**config.mk**
```make
export PLATFORM = sky130hd
export DESIGN_NAME = adc_conversion_sequencer
export DESIGN_NICKNAME = d
export VERILOG_FILES = /design/src/rtl/adc_seq_pkg.sv /design/src/rtl/adc_conversion_sequencer.sv
export SDC_FILE = /design/constraint.sdc
export NUM_CORES = 1
export LEC_CHECK = 0
export ABC_AREA = 0
export BUFFER_PORTS_ARGS = -buffer_cell sky130_fd_sc_hd__buf_4
export CAP_MARGIN = 25
export CORE_ASPECT_RATIO = 1.2
export CORE_MARGIN = 1.5
export CORE_UTILIZATION = 51
export CTS_CLUSTER_SIZE = 10
export DETAILED_ROUTE_END_ITERATION = 8
export GPL_ROUTABILITY_DRIVEN = 0
export PLACE_DENSITY_LB_ADDON = 0.3
export SLEW_MARGIN = 0
export SYNTH_ARGS = -nofsm -noshare
export SYNTH_HDL_FRONTEND = slang
export SYNTH_SLANG_ARGS = --single-unit
```
**constraint.sdc**
```tcl
create_clock -name MCLK -period 2.59 [get_ports MCLK]
set_input_delay 0.518 -clock MCLK [delete_from_list [all_inputs] [get_ports MCLK]]
set_output_delay 0.518 -clock MCLK [all_outputs]
set_load 0.02 [all_outputs]
```
**src/rtl/adc_seq_pkg.sv**
```systemverilog
package adc_seq_pkg;

	// register indexes on the plain port
	localparam logic [2:0] CTRL_ONE_ADDR   = 3'h0;
	localparam logic [2:0] CTRL_TWO_ADDR   = 3'h1;
	localparam logic [2:0] PIN_ENABLE_ADDR = 3'h2;
	localparam logic [2:0] IRQ_CTRL_ADDR   = 3'h3;
	localparam logic [2:0] RESULT_LO_ADDR  = 3'h4;
	localparam logic [2:0] RESULT_HI_ADDR  = 3'h5;

	// control one fields
	localparam int START_BIT   = 7;
	localparam int PEND_BIT    = 6;
	localparam int POWER_BIT   = 5;
	localparam int CH_LO_MSB   = 1;
	// control two fields
	localparam int CH_HI_BIT   = 7;
	localparam int REF_BIT     = 3;
	localparam int DIV_MSB     = 2;
	// irq control fields
	localparam int GIE_BIT     = 0;
	localparam int AIE_BIT     = 1;
	localparam int AIF_BIT     = 2;

	// reset values: pins analog, converter off
	localparam logic [7:0] CTRL_ONE_RST   = 8'h20;
	localparam logic [7:0] CTRL_TWO_RST   = 8'h00;
	localparam logic [3:0] PIN_ENABLE_RST = 4'hF;

	localparam int          CONV_CLOCKS = 16;
	localparam logic [2:0]  DIV_UNDEF   = 3'h7;
	localparam int          RESULT_W    = 12;

	typedef struct packed {
		logic [2:0] addr;
		logic [7:0] wdata;
		logic       wr;
		logic       rd;
	} bus_req_s;

	typedef enum logic [1:0] {
		IDLE,
		ARMED,
		CONVERT
	} conv_state_e;

endpackage

```
**src/rtl/adc_conversion_sequencer.sv**
```systemverilog
// Decided for this implementation: the strobed register port and the register addresses.
`timescale 1ns/1ps
// Function
// - converter powered only while power-off clear
// - channel select split over two registers
// - each pin enable makes pin analog
// - interrupt needs global and converter enable
// - start rise resets, fall launches conversion
// - pending flag high during conversion, low after
// - result readable from low and high bytes
// - conversion lasts sixteen converter clocks
// - conversion runs without stalling cpu
// - result is 12-bit unsigned code
// - one step is reference over 4096
// - transitions half step below nominal
// - interrupt only when enabled and stack free; no stack check here, it is left to the cpu
// - irq flag writable, cleared by software
// - divider codes give divide 1 to 64; code 7 gives no converter clock, so the conversion never ends
// - completion sets irq flag always
module adc_conversion_sequencer
	import adc_seq_pkg::*;
#(
	parameter int RES_W = RESULT_W
) (
	input  wire logic                MCLK,
	input  wire logic                RST,
	input  wire logic [2:0]          ADDR,
	input  wire logic [7:0]          WDATA,
	input  wire logic                WR,
	input  wire logic                RD,
	output logic      [7:0]          RDATA,
	input  wire logic [RES_W-1:0]    SAR_CODE,
	output logic      [2:0]          CHANNEL,
	output logic      [3:0]          PIN_ANALOG,
	output logic                     POWER_ON,
	output logic                     REF_EXT,
	output logic                     SAR_RESET,
	output logic                     SAR_CLK_EN,
	output logic                     CONV_BUSY,
	output logic                     IRQ
);

	if (RES_W != 12) begin : g_bad_width
		$error("result width must be 12");
	end

	bus_req_s req;
	assign req = '{addr: ADDR, wdata: WDATA, wr: WR, rd: RD};

	logic [7:0]       ctrl_one_reg, ctrl_one_next;
	logic [7:0]       ctrl_two_reg, ctrl_two_next;
	logic [3:0]       pins_reg, pins_next;
	logic             gie_reg, gie_next;
	logic             aie_reg, aie_next;
	logic             aif_reg, aif_next;
	logic [11:0]      result_reg, result_next;
	logic [7:0]       rdata_reg, rdata_next;
	conv_state_e      state_reg, state_next;
	logic [6:0]       div_cnt_reg, div_cnt_next;
	logic [4:0]       tick_cnt_reg, tick_cnt_next;
	logic             sar_rst_reg, sar_rst_next;
	logic             clk_en_reg, clk_en_next;
	logic             irq_reg, irq_next;
	logic             start_prev_reg;
	logic [10:0]      conv_len_reg, conv_len_next;

	logic             start_now;
	logic             start_rise;
	logic             start_fall;
	logic             powered;
	logic [6:0]       div_max;
	logic             adck;
	logic             done;

	////////////////////////////////////////////////////////////////////////
	// converter clock enable divider

	always_comb begin
		unique case (ctrl_two_reg[DIV_MSB:0])
			3'h0: div_max = 7'h00;
			3'h1: div_max = 7'h01;
			3'h2: div_max = 7'h03;
			3'h3: div_max = 7'h07;
			3'h4: div_max = 7'h0F;
			3'h5: div_max = 7'h1F;
			3'h6: div_max = 7'h3F;
			default: div_max = 7'h7F;
		endcase
	end

	assign powered    = ~ctrl_one_reg[POWER_BIT];
	assign adck       = (div_cnt_reg >= div_max) &&
		(ctrl_two_reg[DIV_MSB:0] != DIV_UNDEF);
	assign start_now  = ctrl_one_reg[START_BIT];
	assign start_rise = start_now & ~start_prev_reg;
	assign start_fall = ~start_now & start_prev_reg;
	assign done = (state_reg == CONVERT) && adck && powered &&
		!start_rise && (tick_cnt_reg == 5'(CONV_CLOCKS - 1));

	////////////////////////////////////////////////////////////////////////
	// conversion sequencer

	always_comb begin
		state_next    = state_reg;
		div_cnt_next  = div_cnt_reg;
		tick_cnt_next = tick_cnt_reg;
		sar_rst_next  = 1'b0;
		clk_en_next   = 1'b0;
		result_next   = result_reg;
		if (state_reg == CONVERT)
			div_cnt_next = adck ? 7'h00 : 7'(div_cnt_reg + 7'h01);
		unique case (state_reg)
			IDLE: begin
				if (start_rise && powered) begin
					state_next   = ARMED;
					sar_rst_next = 1'b1;
				end
			end
			ARMED: begin
				if (!powered)
					state_next = IDLE;
				else if (start_fall) begin
					state_next    = CONVERT;
					div_cnt_next  = 7'h00;
					tick_cnt_next = 5'h00;
				end
			end
			CONVERT: begin
				if (!powered) begin
					state_next = IDLE;
				end else if (start_rise) begin
					state_next   = ARMED;
					sar_rst_next = 1'b1;
				end else if (adck) begin
					clk_en_next   = 1'b1;
					tick_cnt_next = 5'(tick_cnt_reg + 5'h01);
					if (done) begin
						state_next  = IDLE;
						result_next = SAR_CODE;
					end
				end
			end
		endcase
	end

	////////////////////////////////////////////////////////////////////////
	// register file

	always_comb begin
		ctrl_one_next = ctrl_one_reg;
		ctrl_two_next = ctrl_two_reg;
		pins_next     = pins_reg;
		gie_next      = gie_reg;
		aie_next      = aie_reg;
		aif_next      = aif_reg;
		rdata_next    = 8'h00;
		if (req.wr) begin
			unique case (req.addr)
				CTRL_ONE_ADDR:   ctrl_one_next = req.wdata;
				CTRL_TWO_ADDR:   ctrl_two_next = req.wdata;
				PIN_ENABLE_ADDR: pins_next = req.wdata[3:0];
				IRQ_CTRL_ADDR: begin
					gie_next = req.wdata[GIE_BIT];
					aie_next = req.wdata[AIE_BIT];
					aif_next = req.wdata[AIF_BIT];
				end
				default: ;
			endcase
		end
		if (done)
			aif_next = 1'b1; // set wins over clear
		if (req.rd) begin
			unique case (req.addr)
				CTRL_ONE_ADDR: begin
					rdata_next = ctrl_one_reg;
					rdata_next[PEND_BIT] = (state_reg != IDLE);
				end
				CTRL_TWO_ADDR:   rdata_next = ctrl_two_reg;
				PIN_ENABLE_ADDR: rdata_next = {4'h0, pins_reg};
				IRQ_CTRL_ADDR:
					rdata_next = {5'h00, aif_reg, aie_reg, gie_reg};
				RESULT_LO_ADDR:  rdata_next = result_reg[7:0];
				RESULT_HI_ADDR:  rdata_next = {4'h0, result_reg[11:8]};
				default:         rdata_next = 8'h00;
			endcase
		end
	end

	// interrupt request gated by both enables; stack check lies in the cpu
	assign irq_next = aif_reg & gie_reg & aie_reg;

	always_ff @(posedge MCLK or posedge RST) begin
		if (RST) begin
			ctrl_one_reg   <= CTRL_ONE_RST;
			ctrl_two_reg   <= CTRL_TWO_RST;
			pins_reg       <= PIN_ENABLE_RST;
			gie_reg        <= 1'b0;
			aie_reg        <= 1'b0;
			aif_reg        <= 1'b0;
			result_reg     <= 12'h000;
			rdata_reg      <= 8'h00;
			state_reg      <= IDLE;
			div_cnt_reg    <= 7'h00;
			tick_cnt_reg   <= 5'h00;
			sar_rst_reg    <= 1'b0;
			clk_en_reg     <= 1'b0;
			irq_reg        <= 1'b0;
			start_prev_reg <= 1'b0;
		end else begin
			ctrl_one_reg   <= ctrl_one_next;
			ctrl_two_reg   <= ctrl_two_next;
			pins_reg       <= pins_next;
			gie_reg        <= gie_next;
			aie_reg        <= aie_next;
			aif_reg        <= aif_next;
			result_reg     <= result_next;
			rdata_reg      <= rdata_next;
			state_reg      <= state_next;
			div_cnt_reg    <= div_cnt_next;
			tick_cnt_reg   <= tick_cnt_next;
			sar_rst_reg    <= sar_rst_next;
			clk_en_reg     <= clk_en_next;
			irq_reg        <= irq_next;
			start_prev_reg <= start_now;
		end
	end

	////////////////////////////////////////////////////////////////////////
	// outputs

	logic [2:0] chan_reg;
	logic [3:0] pin_out_reg;
	logic       pwr_reg;
	logic       ref_reg;
	logic       busy_reg;

	always_ff @(posedge MCLK or posedge RST) begin
		if (RST) begin
			chan_reg    <= 3'h0;
			pin_out_reg <= PIN_ENABLE_RST;
			pwr_reg     <= 1'b0;
			ref_reg     <= 1'b0;
			busy_reg    <= 1'b0;
		end else begin
			chan_reg    <= {ctrl_two_next[CH_HI_BIT],
				ctrl_one_next[CH_LO_MSB:0]};
			pin_out_reg <= pins_next;
			pwr_reg     <= ~ctrl_one_next[POWER_BIT];
			ref_reg     <= ctrl_two_next[REF_BIT];
			busy_reg    <= (state_next == CONVERT);
		end
	end

	assign RDATA      = rdata_reg;
	assign CHANNEL    = chan_reg;
	assign PIN_ANALOG = pin_out_reg;
	assign POWER_ON   = pwr_reg;
	assign REF_EXT    = ref_reg;
	assign SAR_RESET  = sar_rst_reg;
	assign SAR_CLK_EN = clk_en_reg;
	assign CONV_BUSY  = busy_reg;
	assign IRQ        = irq_reg;

	////////////////////////////////////////////////////////////////////////
	// checks

	// cycles spent converting, for the length checks
	always_comb begin
		conv_len_next = 11'h000;
		if (state_reg == CONVERT)
			conv_len_next = 11'(conv_len_reg + 11'h001);
	end

	always_ff @(posedge MCLK or posedge RST) begin
		if (RST)
			conv_len_reg <= 11'h000;
		else
			conv_len_reg <= conv_len_next;
	end
endmodule // adc_conversion_sequencer

```
Yosys cells after proc, flatten, opt, wreduce, memory -nomap -nowiden --
Index checks and enable logic that the tools add are counted.
Word-level totals: logic and storage cells 112, bits of input ports 27, register bits 67, output and inout port bits 21
Operators by class: mux-type cells 37, bitwise operators 9, reduce and logical (&&, ||, !) cells 21, add/sub/neg operators 2, order comparisons 1, equal/unequal tests 21
Operators by type and width (count):
- $pmux 7 s7 | 1
- $pmux 8 s6 | 1
- $mux 7 | 5
- $mux 5 | 5
- $mux 8 | 3
- $eq 3x3->1 const B | 5
- $mux 2 | 7
- $eq 3x2->1 const B | 4
- $mux 6 | 2
- $mux 1 | 10
- $ne 2x2->1 const B | 5
- $pmux 5 s2 | 1
- $reduce_and 2->1 | 5
- $reduce_bool 2->1 | 4
- $add 7x1->7 const B | 1
- $ge 7x7->1 | 1
- $eq 3x1->1 const B | 2
- $logic_and 1x1->1 | 6
- $logic_not 3->1 | 2
- $pmux 2 s3 | 1
- $reduce_and 6->1 | 1
- $add 5x1->5 const B | 1
- $eq 5x4->1 const B | 1
- $not 1->1 | 5
- 8 further kinds | 12

Logic depth before layout (Yosys ltp) --
Gate-level depths: netlist (run 1).
word-level depth 14, gate-level depth with buffers 9, mapped depth without buffers 7

Worst setup path after synthesis (run 1) --
OpenSTA, ideal clock, no wires.
kind register to register, from register ctrl_two_reg[1], to register result_reg[0], setup slack 0.109 ns, period minus slack after synthesis 2.481 ns, required time 2.465 ns, cell stages (with the launch flop) 9, library setup time 0.125 ns, data arrival time 2.356 ns, buffers on the path 1, cells stage by stage dfrtp_1 or3_1 ha_1 nand2b_1 a2111o_1 a31o_1 nor3b_1 buf_6 mux2_2
On the way: cells in the longest elaborated chain, start to end 9, elaborated cells on any way between the ends 16, those cells by class 1 x order compare; 7 x eq/ne; 1 x mux; 7 x reduce/logical
RTL lines:
- start: declaration | line adc_conversion_sequencer.sv:51 | logic [7:0] ctrl_two_reg, ctrl_two_next;
- start signal: assignment | line adc_conversion_sequencer.sv:211 | ctrl_two_reg <= ctrl_two_next;
- $eq 3x3->1, or another cell as far along | line adc_conversion_sequencer.sv:79 | unique case (ctrl_two_reg[DIV_MSB:0])
- $pmux 7 s7 | line adc_conversion_sequencer.sv:79
- $ge 7x7->1 | line adc_conversion_sequencer.sv:92 | assign adck = (div_cnt_reg >= div_max) &&
- $logic_and 1x1->1 (*) | line adc_conversion_sequencer.sv:92
- $logic_and 1x1->1 (3 in series) | line adc_conversion_sequencer.sv:97 | assign done = (state_reg == CONVERT) && adck && powered &&
- $logic_and 1x1->1 | line adc_conversion_sequencer.sv:98 | !start_rise && (tick_cnt_reg == 5'(CONV_CLOCKS - 1));
- $reduce_and 5->1 (no line) (*)
- end signal: assignment | line adc_conversion_sequencer.sv:216 | result_reg <= result_next;
- end: declaration | line adc_conversion_sequencer.sv:56 | logic [11:0] result_reg, result_next;
Every way passes the cells marked *; elsewhere a longest branch is shown, timed or not. A chain may end at the register's enable or synchronous reset.

Worst setup path in the final report (run 1) --
from register ctrl_two_reg[1], to register result_reg[4]
The elaborated chain is that of the path after synthesis.

==> results.sh, run 1 <==
export IMPL_ir_worst_vdd_mv=0.554
export IMPL_rsz0062_at_grt="no"
export IMPL_cpLargestDelayFamily="simple AND/OR/NAND/NOR gates"
export IMPL_via_per_inst=5.50
export IMPL_grt_pass1_wl_um=10600
export IMPL_cp_start_kind="flop"
export IMPL_largest_register_ffs=12
export IMPL_die_w_um=74.7
export IMPL_grt_use_met1_pct=26.6
export IMPL_synth_cells=282
export IMPL_clock_skew_ns=0.0112
export IMPL_syn_nets=322
export IMPL_synthesis_area_um2=3150
export IMPL_critPathBufInv=1
export IMPL_synth_cell_types=47
export IMPL_path_cells="or3_1, ha_1, nand2b_1, a2111o_1, a31o_1, nor3b_4, buf_12, mux2_2"
export IMPL_grt_antenna_before_repair=0
export IMPL_drv_cap=0
export IMPL_powerDensity_nw_per_um2=893
export IMPL_dieArea_um2=6650
export IMPL_initial_core_util_pct=52.4
export IMPL_power_total_uw=3450
export IMPL_rows=31
export IMPL_cpPeakStageDelay_ns=0.41
export IMPL_critPathMaxFanout=12
export IMPL_insertion_delay_ns=0.34
export IMPL_clk_pin_slew_ns=0.07
export IMPL_grt_util_met3_pct=5.30
export IMPL_grt_pass1_vias=2331
export IMPL_synth_main_ff_cell="dfrtp_1"
export IMPL_vias=2332
export IMPL_synth_top_area_share_pct=45.3
export IMPL_multi_input_area_um2=1490
export IMPL_diodes=0
export IMPL_wirelength_um=6630
export IMPL_leakage_uw=0.00182
export IMPL_worstMarginPinSlew_ns=0.580
export IMPL_syn_area_per_cell_um2=11.2
export IMPL_worst_hold_slack_ns=0.233
export IMPL_drv_slew=0
export IMPL_async_flop_share_pct=100
export IMPL_crit_start="ctrl_two_reg[1]"
export IMPL_drc=0
export IMPL_ff_latch_area_um2=1560
export IMPL_grt_use_total_pct=21.5
export IMPL_crit_type="flop to flop"
export IMPL_htreeDepth=3
export IMPL_fp_dieH_um=89.1
export IMPL_finalCritPeriodShare_pct=96.2
export IMPL_fin_nets=377
export IMPL_dp_hpwl_um=4850
export IMPL_setup_violations=0
export IMPL_arrival_ns=2.70
export IMPL_busiest_layer="met2"
export IMPL_clock_path_buffers=2
export IMPL_grt_util_met2_pct=35.9
export IMPL_max_freq_ghz=0.401
export IMPL_cp_end_kind="flop"
export IMPL_r2r_cells=8
export IMPL_yosys_top_cells_area="dfrtp_1, mux2_2, ha_1, dfstp_2, mux2i_1"
export IMPL_relSlewSlack_pct=60.8
export IMPL_ios=48
export IMPL_ant_nets=0
export IMPL_cts_tree="done"
export IMPL_grt_max_degree=39
export IMPL_dr_first_iter_drc_count=167
export IMPL_crit_path_top_delay_cell="a2111o_1"
export IMPL_cts_made_buffers=9
export IMPL_r2r_start="ctrl_two_reg[1]"
export IMPL_wire_per_inst_um=15.6
export IMPL_place_ws_ns=-0.192
export IMPL_cp_data_required_time_ns=2.80
export IMPL_yosys_warnings=0
export IMPL_holdBufCountCts=0
export IMPL_grt_overflow=0
export IMPL_yosys_register_bits=62
export IMPL_drive_gt1_share_pct=35.1
export IMPL_areaGrowthSynthToFinish_pct=22.8
export IMPL_cts_root_buf="clkbuf_8"
export IMPL_core_um2=6010
export IMPL_fin_crit_ns=2.49
export IMPL_synth_edf_count=0
export IMPL_layout_setup_ws_ns=0.0982
export IMPL_crit_cells=8
export IMPL_synth_seq_area_share_pct=49.5
export IMPL_cts_sinks=62
export IMPL_nFillCells=476
export IMPL_hold_viol_final=0
export IMPL_drt_pass1_iter_count=4
export IMPL_min_delay_path_class="input pin to async pin"
export IMPL_portBuffers=47
export IMPL_yosys_area_top_type="dfrtp_1"
export IMPL_status="finished clean"
==> cells by family (layout without fill, tap and decap cells) <==
logic type,count (synthesis),after routing,share of synthesized area (%)
AND/OR/NAND/NOR,85,85,14.3
flip-flops,62,62,49.5
AO/OA/AOI/OAI,48,48,9.98
multiplexers,44,44,16.4
buffers and inverters,27,87,3.86
adder cells (fa/ha/maj),13,13,5.17
XOR/XNOR,3,3,0.835
==> layer usage <==
layer | vias up | part of all wire, %
li1 | 1123 | -
met1 | 1157 | 44
met2 | 46 | 51
met3 | 6 | 3.6
met4 | 0 | 1.2
met5 | - | 0
==> report_power, final <==
part           switching (uW)  internal (uW)
registers                 152           1160
clock network             397            477
logic                     686            582
total                    1240           2220
==> cells in the mapped netlist, types with 3 or more instances <==
library cell / number
a211oi_1: 4
a21oi_1: 13
a31oi_1: 6
and3_1: 5
buf_1: 3
buf_4: 3
clkbuf_1: 7
dfrtp_1: 57
dfstp_2: 5
ha_1: 13
inv_1: 12
mux2_2: 30
mux2i_1: 11
mux4_2: 3
nand2_1: 15
nand2b_1: 8
nand3_1: 14
nor2_1: 21
nor2b_1: 4
o21a_1: 3
o21ai_0: 8
o22ai_1: 3
or4_1: 3
==> repair_timing <==
| action | in CTS | in global routing |
|---|---|---|
| gates resized for setup | 1 | 0 |
| cloned | 0 | 0 |
| setup endpoints to repair | 12 | 14 |
| setup buffers | 0 | 1 |
| pin swaps | 0 | 3 |
==> worst register-to-register path, cell delays in order, from the launching register on <==
cell and delay [ns]:
dfrtp_1 0.38, or3_1 0.37, ha_1 0.27, nand2b_1 0.14
a2111o_1 0.41, a31o_1 0.22, nor3b_4 0.16, buf_12 0.15
mux2_2 0.27
==> cell type report <==
type                            instances  share of cell area, %
Clock buffer                           10                   3.56
Clock inverter                          6                   1.78
Inverter                               12                   1.17
Multi-Input combinational cell        193                   38.4
Sequential cell                        62                   40.3
Tap cell                               82                   2.65
Timing Repair Buffer                   59                   12.1
==> cells in the final DEF (no fill, tap or decap), types with 4 or more instances in the layout <==
| master | netlist | layout |
|---|---|---|
| and3_1 | 5 | 5 |
| nand3_1 | 14 | 14 |
| nor2b_1 | 4 | 4 |
| a31oi_1 | 6 | 6 |
| a21oi_1 | 13 | 13 |
| dfstp_2 | 5 | 5 |
| inv_1 | 12 | 11 |
| ha_1 | 13 | 13 |
| dfrtp_1 | 57 | 57 |
| a211oi_1 | 4 | 4 |
| nor2_1 | 21 | 21 |
| buf_4 | 3 | 57 |
| nand2b_1 | 8 | 8 |
| clkbuf_8 | 0 | 10 |
| mux2i_1 | 11 | 11 |
| nand2_1 | 15 | 15 |
| o21ai_0 | 8 | 8 |
| mux2_2 | 30 | 30 |
==> through the flow <==
stage	TNS, ns	cells	util, %	cell area, um2
6_report	0	424	64.3	3870
5_1_grt	0	424	64.3	3870
4_1_cts	0	423	64.0	3850
3_5_place_dp	-2.14	407	60.4	3630
3_3_place_gp	-1.17	407	60.4	3630
2_1_floorplan	0	282	-	3150
==> final timing paths <==
kind / endpoint / slack (ns)
min: tick_cnt_reg[2] / 0.23
min in group MCLK: result_reg[7] / 0.41
max: result_reg[4] / 0.1
min reg2reg: result_reg[5] / 0.51
max reg2reg: result_reg[4] / 0.1
max in group asynchronous: PIN_ANALOG[3] / 1.70
(Power assumes the default switching activity.)
==> inputs of run 2 (changes only) <==
--- a/config.mk
+++ b/config.mk
@@ -14,6 +14,7 @@
 export CTS_CLUSTER_SIZE = 10
 export DETAILED_ROUTE_END_ITERATION = 8
 export GPL_ROUTABILITY_DRIVEN = 0
+export MAX_ROUTING_LAYER = met4
 export PLACE_DENSITY_LB_ADDON = 0.3
 export SLEW_MARGIN = 0
 export SYNTH_ARGS = -nofsm -noshare
==> run 2 against run 1 <==
Sequential share of layout area is the same. Power rose by 0.13%. Die area unchanged. Sequential power hardly changed. Final area stayed put. Clock skew rose by 0.00078 ns. Setup slack lost 0.0030 ns. Utilization unchanged. Count of clock-buffer cells in the layout is the same. Routed wire length grew 0.33%. Critical path type unchanged. Non-clock buffer count unchanged. First-iteration DRC count up 1.8%.
==> results.sh, run 2 (same netlist as run 1, synthesis figures left out) <==
export IMPL_clock_skew_ns=0.0120
export IMPL_drt_pass1_iter_count=4
export IMPL_cp_end_kind="flop"
export IMPL_setup_violations=0
export IMPL_max_freq_ghz=0.401
export IMPL_drv_slew=0
export IMPL_cts_made_buffers=9
export IMPL_finalCritPeriodShare_pct=96.3
export IMPL_arrival_ns=2.71
export IMPL_ant_nets=0
export IMPL_path_cells="or3_1, ha_1, nand2b_1, a2111o_1, a31o_1, nor3b_4, buf_12, mux2_2"
export IMPL_dr_first_iter_drc_count=170
export IMPL_pwr_share_seq_pct=37.9
export IMPL_fin_nets=377
export IMPL_nFillCells=476
export IMPL_p_int_uw=2220
export IMPL_busiest_layer="met2"
export IMPL_critPathBufInv=1
export IMPL_rows=31
export IMPL_grt_pass1_vias=2321
export IMPL_grt_max_degree=39
export IMPL_cp_data_required_time_ns=2.80
export IMPL_cts_root_buf="clkbuf_8"
export IMPL_drv_cap=0
export IMPL_grt_pass1_wl_um=10700
export IMPL_grt_overflow=0
export IMPL_clk_pin_slew_ns=0.07
export IMPL_finalInstanceArea_um2=3870
export IMPL_hold_viol_final=0
export IMPL_worstMarginPinSlew_ns=0.579
export IMPL_status="finished clean"
export IMPL_cpPeakStageDelay_ns=0.41
export IMPL_crit_path_top_delay_cell="a2111o_1"
export IMPL_ios=48
export IMPL_largest_register_ffs=12
export IMPL_final_util_pct=64.3
export IMPL_grt_use_total_pct=22.2
export IMPL_relSlewSlack_pct=60.8
export IMPL_critPathMaxFanout=12
export IMPL_min_delay_path_class="input pin to async pin"
export IMPL_clock_power_share_pct=25.4
export IMPL_initial_core_util_pct=52.4
export IMPL_drive_gt1_share_pct=35.1
export IMPL_htreeDepth=3
export IMPL_layout_setup_ws_ns=0.0951
export IMPL_vias=2348
export IMPL_die_w_um=74.7
export IMPL_clock_path_buffers=2
export IMPL_grt_antenna_before_repair=0
export IMPL_wire_per_inst_um=15.7
export IMPL_p_sw_share_pct=35.9
export IMPL_ir_worst_vdd_mv=0.561
export IMPL_fp_dieH_um=89.1
export IMPL_insertion_delay_ns=0.34
export IMPL_dieArea_um2=6650
export IMPL_cp_start_kind="flop"
export IMPL_grt_use_met1_pct=26.6
export IMPL_powerDensity_nw_per_um2=894
export IMPL_ff_latch_area_um2=1560
export IMPL_dp_cells=407
export IMPL_wirelength_um=6650
export IMPL_place_ws_ns=-0.192
export IMPL_p_sw_uw=1240
export IMPL_fin_cells=424
export IMPL_rsz0062_at_grt="no"
export IMPL_grt_util_met3_pct=5.30
export IMPL_portBuffers=47
export IMPL_diodes=0
export IMPL_cts_sinks=62
export IMPL_cpLargestDelayFamily="simple AND/OR/NAND/NOR gates"
export IMPL_leakage_uw=0.00182
export IMPL_cts_tree="done"
export IMPL_dp_hpwl_um=4850
export IMPL_drc=0
export IMPL_multi_input_area_um2=1490
export IMPL_combPwrFrac_pct=36.7
export IMPL_grt_util_met2_pct=36.2
export IMPL_areaGrowthSynthToFinish_pct=22.8
export IMPL_crit_type="flop to flop"
export IMPL_core_um2=6010
export IMPL_via_per_inst=5.54
export IMPL_dpl_instance_area_um2=3630
export IMPL_fin_crit_ns=2.49
export IMPL_layout_common_cells="dfrtp_1, buf_4, mux2_2"
## run 2: cell counts in the layout (fill, tap and decap cells not counted)
No cell type changed its count.
## run 2: metal layers
layer,share of wire [%],vias up
met5,0,-
met4,1.9,0
met3,3.7,11
met2,51,51
met1,43,1166
li1,-,1120
## run 2: cell type report
type | count | area share [%]
tap | 82 | 2.65
clock inverter | 6 | 1.78
clock buffer | 10 | 3.56
sequential | 62 | 40.3
inverter | 12 | 1.17
multi-input combinational | 193 | 38.4
timing repair buffer | 59 | 12.1
## run 2: path summary, 6_finish.rpt
path                                 start  slack, ns              end  cells past startpoint
setup / recovery           ctrl_two_reg[1]        0.1    result_reg[4]                      8
hold / removal                         RST       0.24  tick_cnt_reg[2]                      2
setup reg to reg           ctrl_two_reg[1]        0.1    result_reg[4]                      8
hold reg to reg              result_reg[5]       0.51    result_reg[5]                      1
max in group asynchronous              RST       1.70    PIN_ANALOG[3]                      3
min in group MCLK              SAR_CODE[7]       0.41    result_reg[7]                      2
## run 2: per-stage QoR
stage / hold slack (ns) / power (uW) / setup TNS [ns]
after CTS: 0.243 / 3470 / 0
after detailed placement: 0.495 / 2580 / -2.14
final: 0.238 / 3460 / 0
after global placement: 0.484 / 2540 / -1.17
after global routing: 0.268 / 3700 / 0
after floorplan: 0.421 / 2190 / 0
## run 2: power by group through the flow
stage | clock (uW) | sequential, uW | combinational, uW
2_1_floorplan | 0 | 1350 | 842
3_3_place_gp | 0 | 1320 | 1220
3_5_place_dp | 0 | 1330 | 1250
4_1_cts | 898 | 1310 | 1270
5_1_grt | 943 | 1330 | 1430
6_report | 878 | 1310 | 1270
## run 2: what timing repair did
item	in CTS	in global routing
hold buffers	0	0
endpoints found under the setup margin	12	14
gates resized for setup	1	0
buffers inserted	0	1
pin swaps	0	3
==> inputs of run 3 (changes only) <==
--- a/config.mk
+++ b/config.mk
@@ -9,7 +9,7 @@
 export BUFFER_PORTS_ARGS = -buffer_cell sky130_fd_sc_hd__buf_4
 export CAP_MARGIN = 25
 export CORE_ASPECT_RATIO = 1.2
-export CORE_MARGIN = 1.5
+export CORE_MARGIN = 8
 export CORE_UTILIZATION = 51
 export CTS_CLUSTER_SIZE = 10
 export DETAILED_ROUTE_END_ITERATION = 8
==> run 3 against run 2 <==
Global-route usage shrank 5.1 points. Count of clock-buffer cells in the layout decreased by 1. Maximum frequency down 0.39%. Register-to-register slack about the same. Critical path type unchanged. Highest routed layer unchanged.
==> results.sh, run 3 (same netlist as run 1, synthesis figures left out) <==
export IMPL_die_w_um=87.7
export IMPL_insertion_delay_ns=0.34
export IMPL_diodes=0
export IMPL_rows=31
export IMPL_areaGrowthSynthToFinish_pct=24.6
export IMPL_powerDensity_nw_per_um2=932
export IMPL_grt_overflow=0
export IMPL_cts_tree="done"
export IMPL_initial_core_util_pct=52.4
export IMPL_dp_cells=408
export IMPL_layout_setup_ws_ns=0.0853
export IMPL_drv_cap=0
export IMPL_fin_cells=428
export IMPL_grt_antenna_before_repair=0
export IMPL_cp_end_kind="flop"
export IMPL_leakage_uw=0.00185
export IMPL_fin_tns_setup_ns=0
export IMPL_layout_common_cells="buf_4, dfrtp_1, mux2_2"
export IMPL_status="finished clean"
export IMPL_dr_first_iter_drc_count=88
export IMPL_pwr_share_seq_pct=35.8
export IMPL_p_sw_share_pct=35.1
export IMPL_clk_pin_slew_ns=0.07
export IMPL_via_per_inst=5.45
export IMPL_wirelength_um=6970
export IMPL_max_freq_ghz=0.399
export IMPL_arrival_ns=2.76
export IMPL_fin_crit_ns=2.50
export IMPL_dieArea_um2=8950
export IMPL_grt_max_degree=39
export IMPL_p_int_uw=2370
export IMPL_worstMarginPinSlew_ns=0.657
export IMPL_portBuffers=47
export IMPL_htreeDepth=3
export IMPL_ir_worst_vdd_mv=0.510
export IMPL_cts_root_buf="clkbuf_8"
export IMPL_grt_pass1_wl_um=11400
export IMPL_drive_gt1_share_pct=36.1
export IMPL_ant_nets=0
export IMPL_min_delay_path_class="input pin to async pin"
export IMPL_setup_violations=0
export IMPL_drv_slew=0
export IMPL_wire_per_inst_um=16.3
export IMPL_grt_pass1_vias=2332
export IMPL_drc=0
export IMPL_rsz0062_at_grt="yes"
export IMPL_ios=48
export IMPL_nFillCells=463
export IMPL_crit_type="flop to flop"
export IMPL_cts_sinks=62
export IMPL_vias=2333
export IMPL_combPwrFrac_pct=37.6
export IMPL_clock_path_buffers=2
export IMPL_cp_data_required_time_ns=2.85
export IMPL_finalCritPeriodShare_pct=96.7
export IMPL_relSlewSlack_pct=55.6
export IMPL_fp_dieH_um=102
export IMPL_largest_register_ffs=12
export IMPL_cp_start_kind="flop"
export IMPL_drt_pass1_iter_count=4
export IMPL_clock_skew_ns=0.0119
export IMPL_dp_hpwl_um=5210
export IMPL_r2r_cells=7
export IMPL_place_ws_ns=-0.140
export IMPL_hold_viol_final=0
export IMPL_cts_made_buffers=9
export IMPL_holdBufCountCts=0
export IMPL_core_um2=6010
export IMPL_clock_power_share_pct=26.5
export IMPL_p_sw_uw=1280
export IMPL_grt_use_total_pct=17.1
export IMPL_final_common_cell="buf_4"
export IMPL_critPathMaxFanout=4
export IMPL_fin_nets=381
## run 3: cell types whose count changed in the layout (fill, tap and decap cells not counted), sizes merged
cell,previous run,this run
buf,59,63
bufinv,1,2
clkbuf,10,9
clkinv,2,0
inv,14,16
## run 3: final timing paths
kind / slack (ns) / startpoint / end
worst min-delay path: 0.23 / RST / tick_cnt_reg[2]
min in group MCLK: 0.40 / WDATA[5] / POWER_ON
worst min register to register: 0.52 / ctrl_one_reg[2] / ctrl_one_reg[2]
worst max register to register: 0.09 / ctrl_two_reg[1] / div_cnt_reg[3]
worst max-delay path: 0.09 / ctrl_two_reg[1] / div_cnt_reg[3]
max in group asynchronous: 1.72 / RST / PIN_ANALOG[3]
## run 3: metal layers
metal	GRT usage, %	up-vias	wire length, um
met2	27.9	61	3550
met5	-	-	0
met3	4.26	6	340
li1	-	1133	-
met4	7.69	0	65
met1	19.3	1133	3010
## run 3: worst max-delay path, stage by stage (launching register included)
cell and delay, ns:
dfrtp_1 0.38, or3_1 0.38, ha_1 0.28, nand2b_4 0.13
a2111o_1 0.40, a31o_1 0.23, or4_1 0.48, a31oi_1 0.15
## run 3: timing repair
action | CTS | global route
endpoints found under the setup margin | 13 | 14
resized for setup | 1 | 1
pin swaps | 1 | 2
setup buffers | 0 | 4
## run 3: power by group through the flow
stage                     logic [uW]  registers (uW)  clock network [uW]
after global routing            1520            1330                1030
after floorplan                  842            1350                   0
after detailed placement        1280            1320                   0
final                           1380            1310                 970
after global placement          1250            1320                   0
after CTS                       1300            1310                 994
## run 3: layout make-up
type | instances | area [um2] | share of cell area, %
Clock inverter | 7 | 103 | 2.61
Tap cell | 82 | 103 | 2.61
Inverter | 12 | 45.0 | 1.15
Clock buffer | 9 | 124 | 3.16
Multi-Input combinational cell | 193 | 1490 | 38.1
Sequential cell | 62 | 1560 | 39.7
Timing Repair Buffer | 63 | 498 | 12.7
## run 3: per-stage QoR
stage,cell area (um2),util [%],hold slack [ns],total power [uW]
6_report,3920,65.3,0.228,3660
5_1_grt,3920,65.3,0.256,3890
4_1_cts,3870,64.4,0.227,3600
3_5_place_dp,3640,60.6,0.494,2610
3_3_place_gp,3640,60.6,0.473,2560
2_1_floorplan,3150,-,0.421,2190
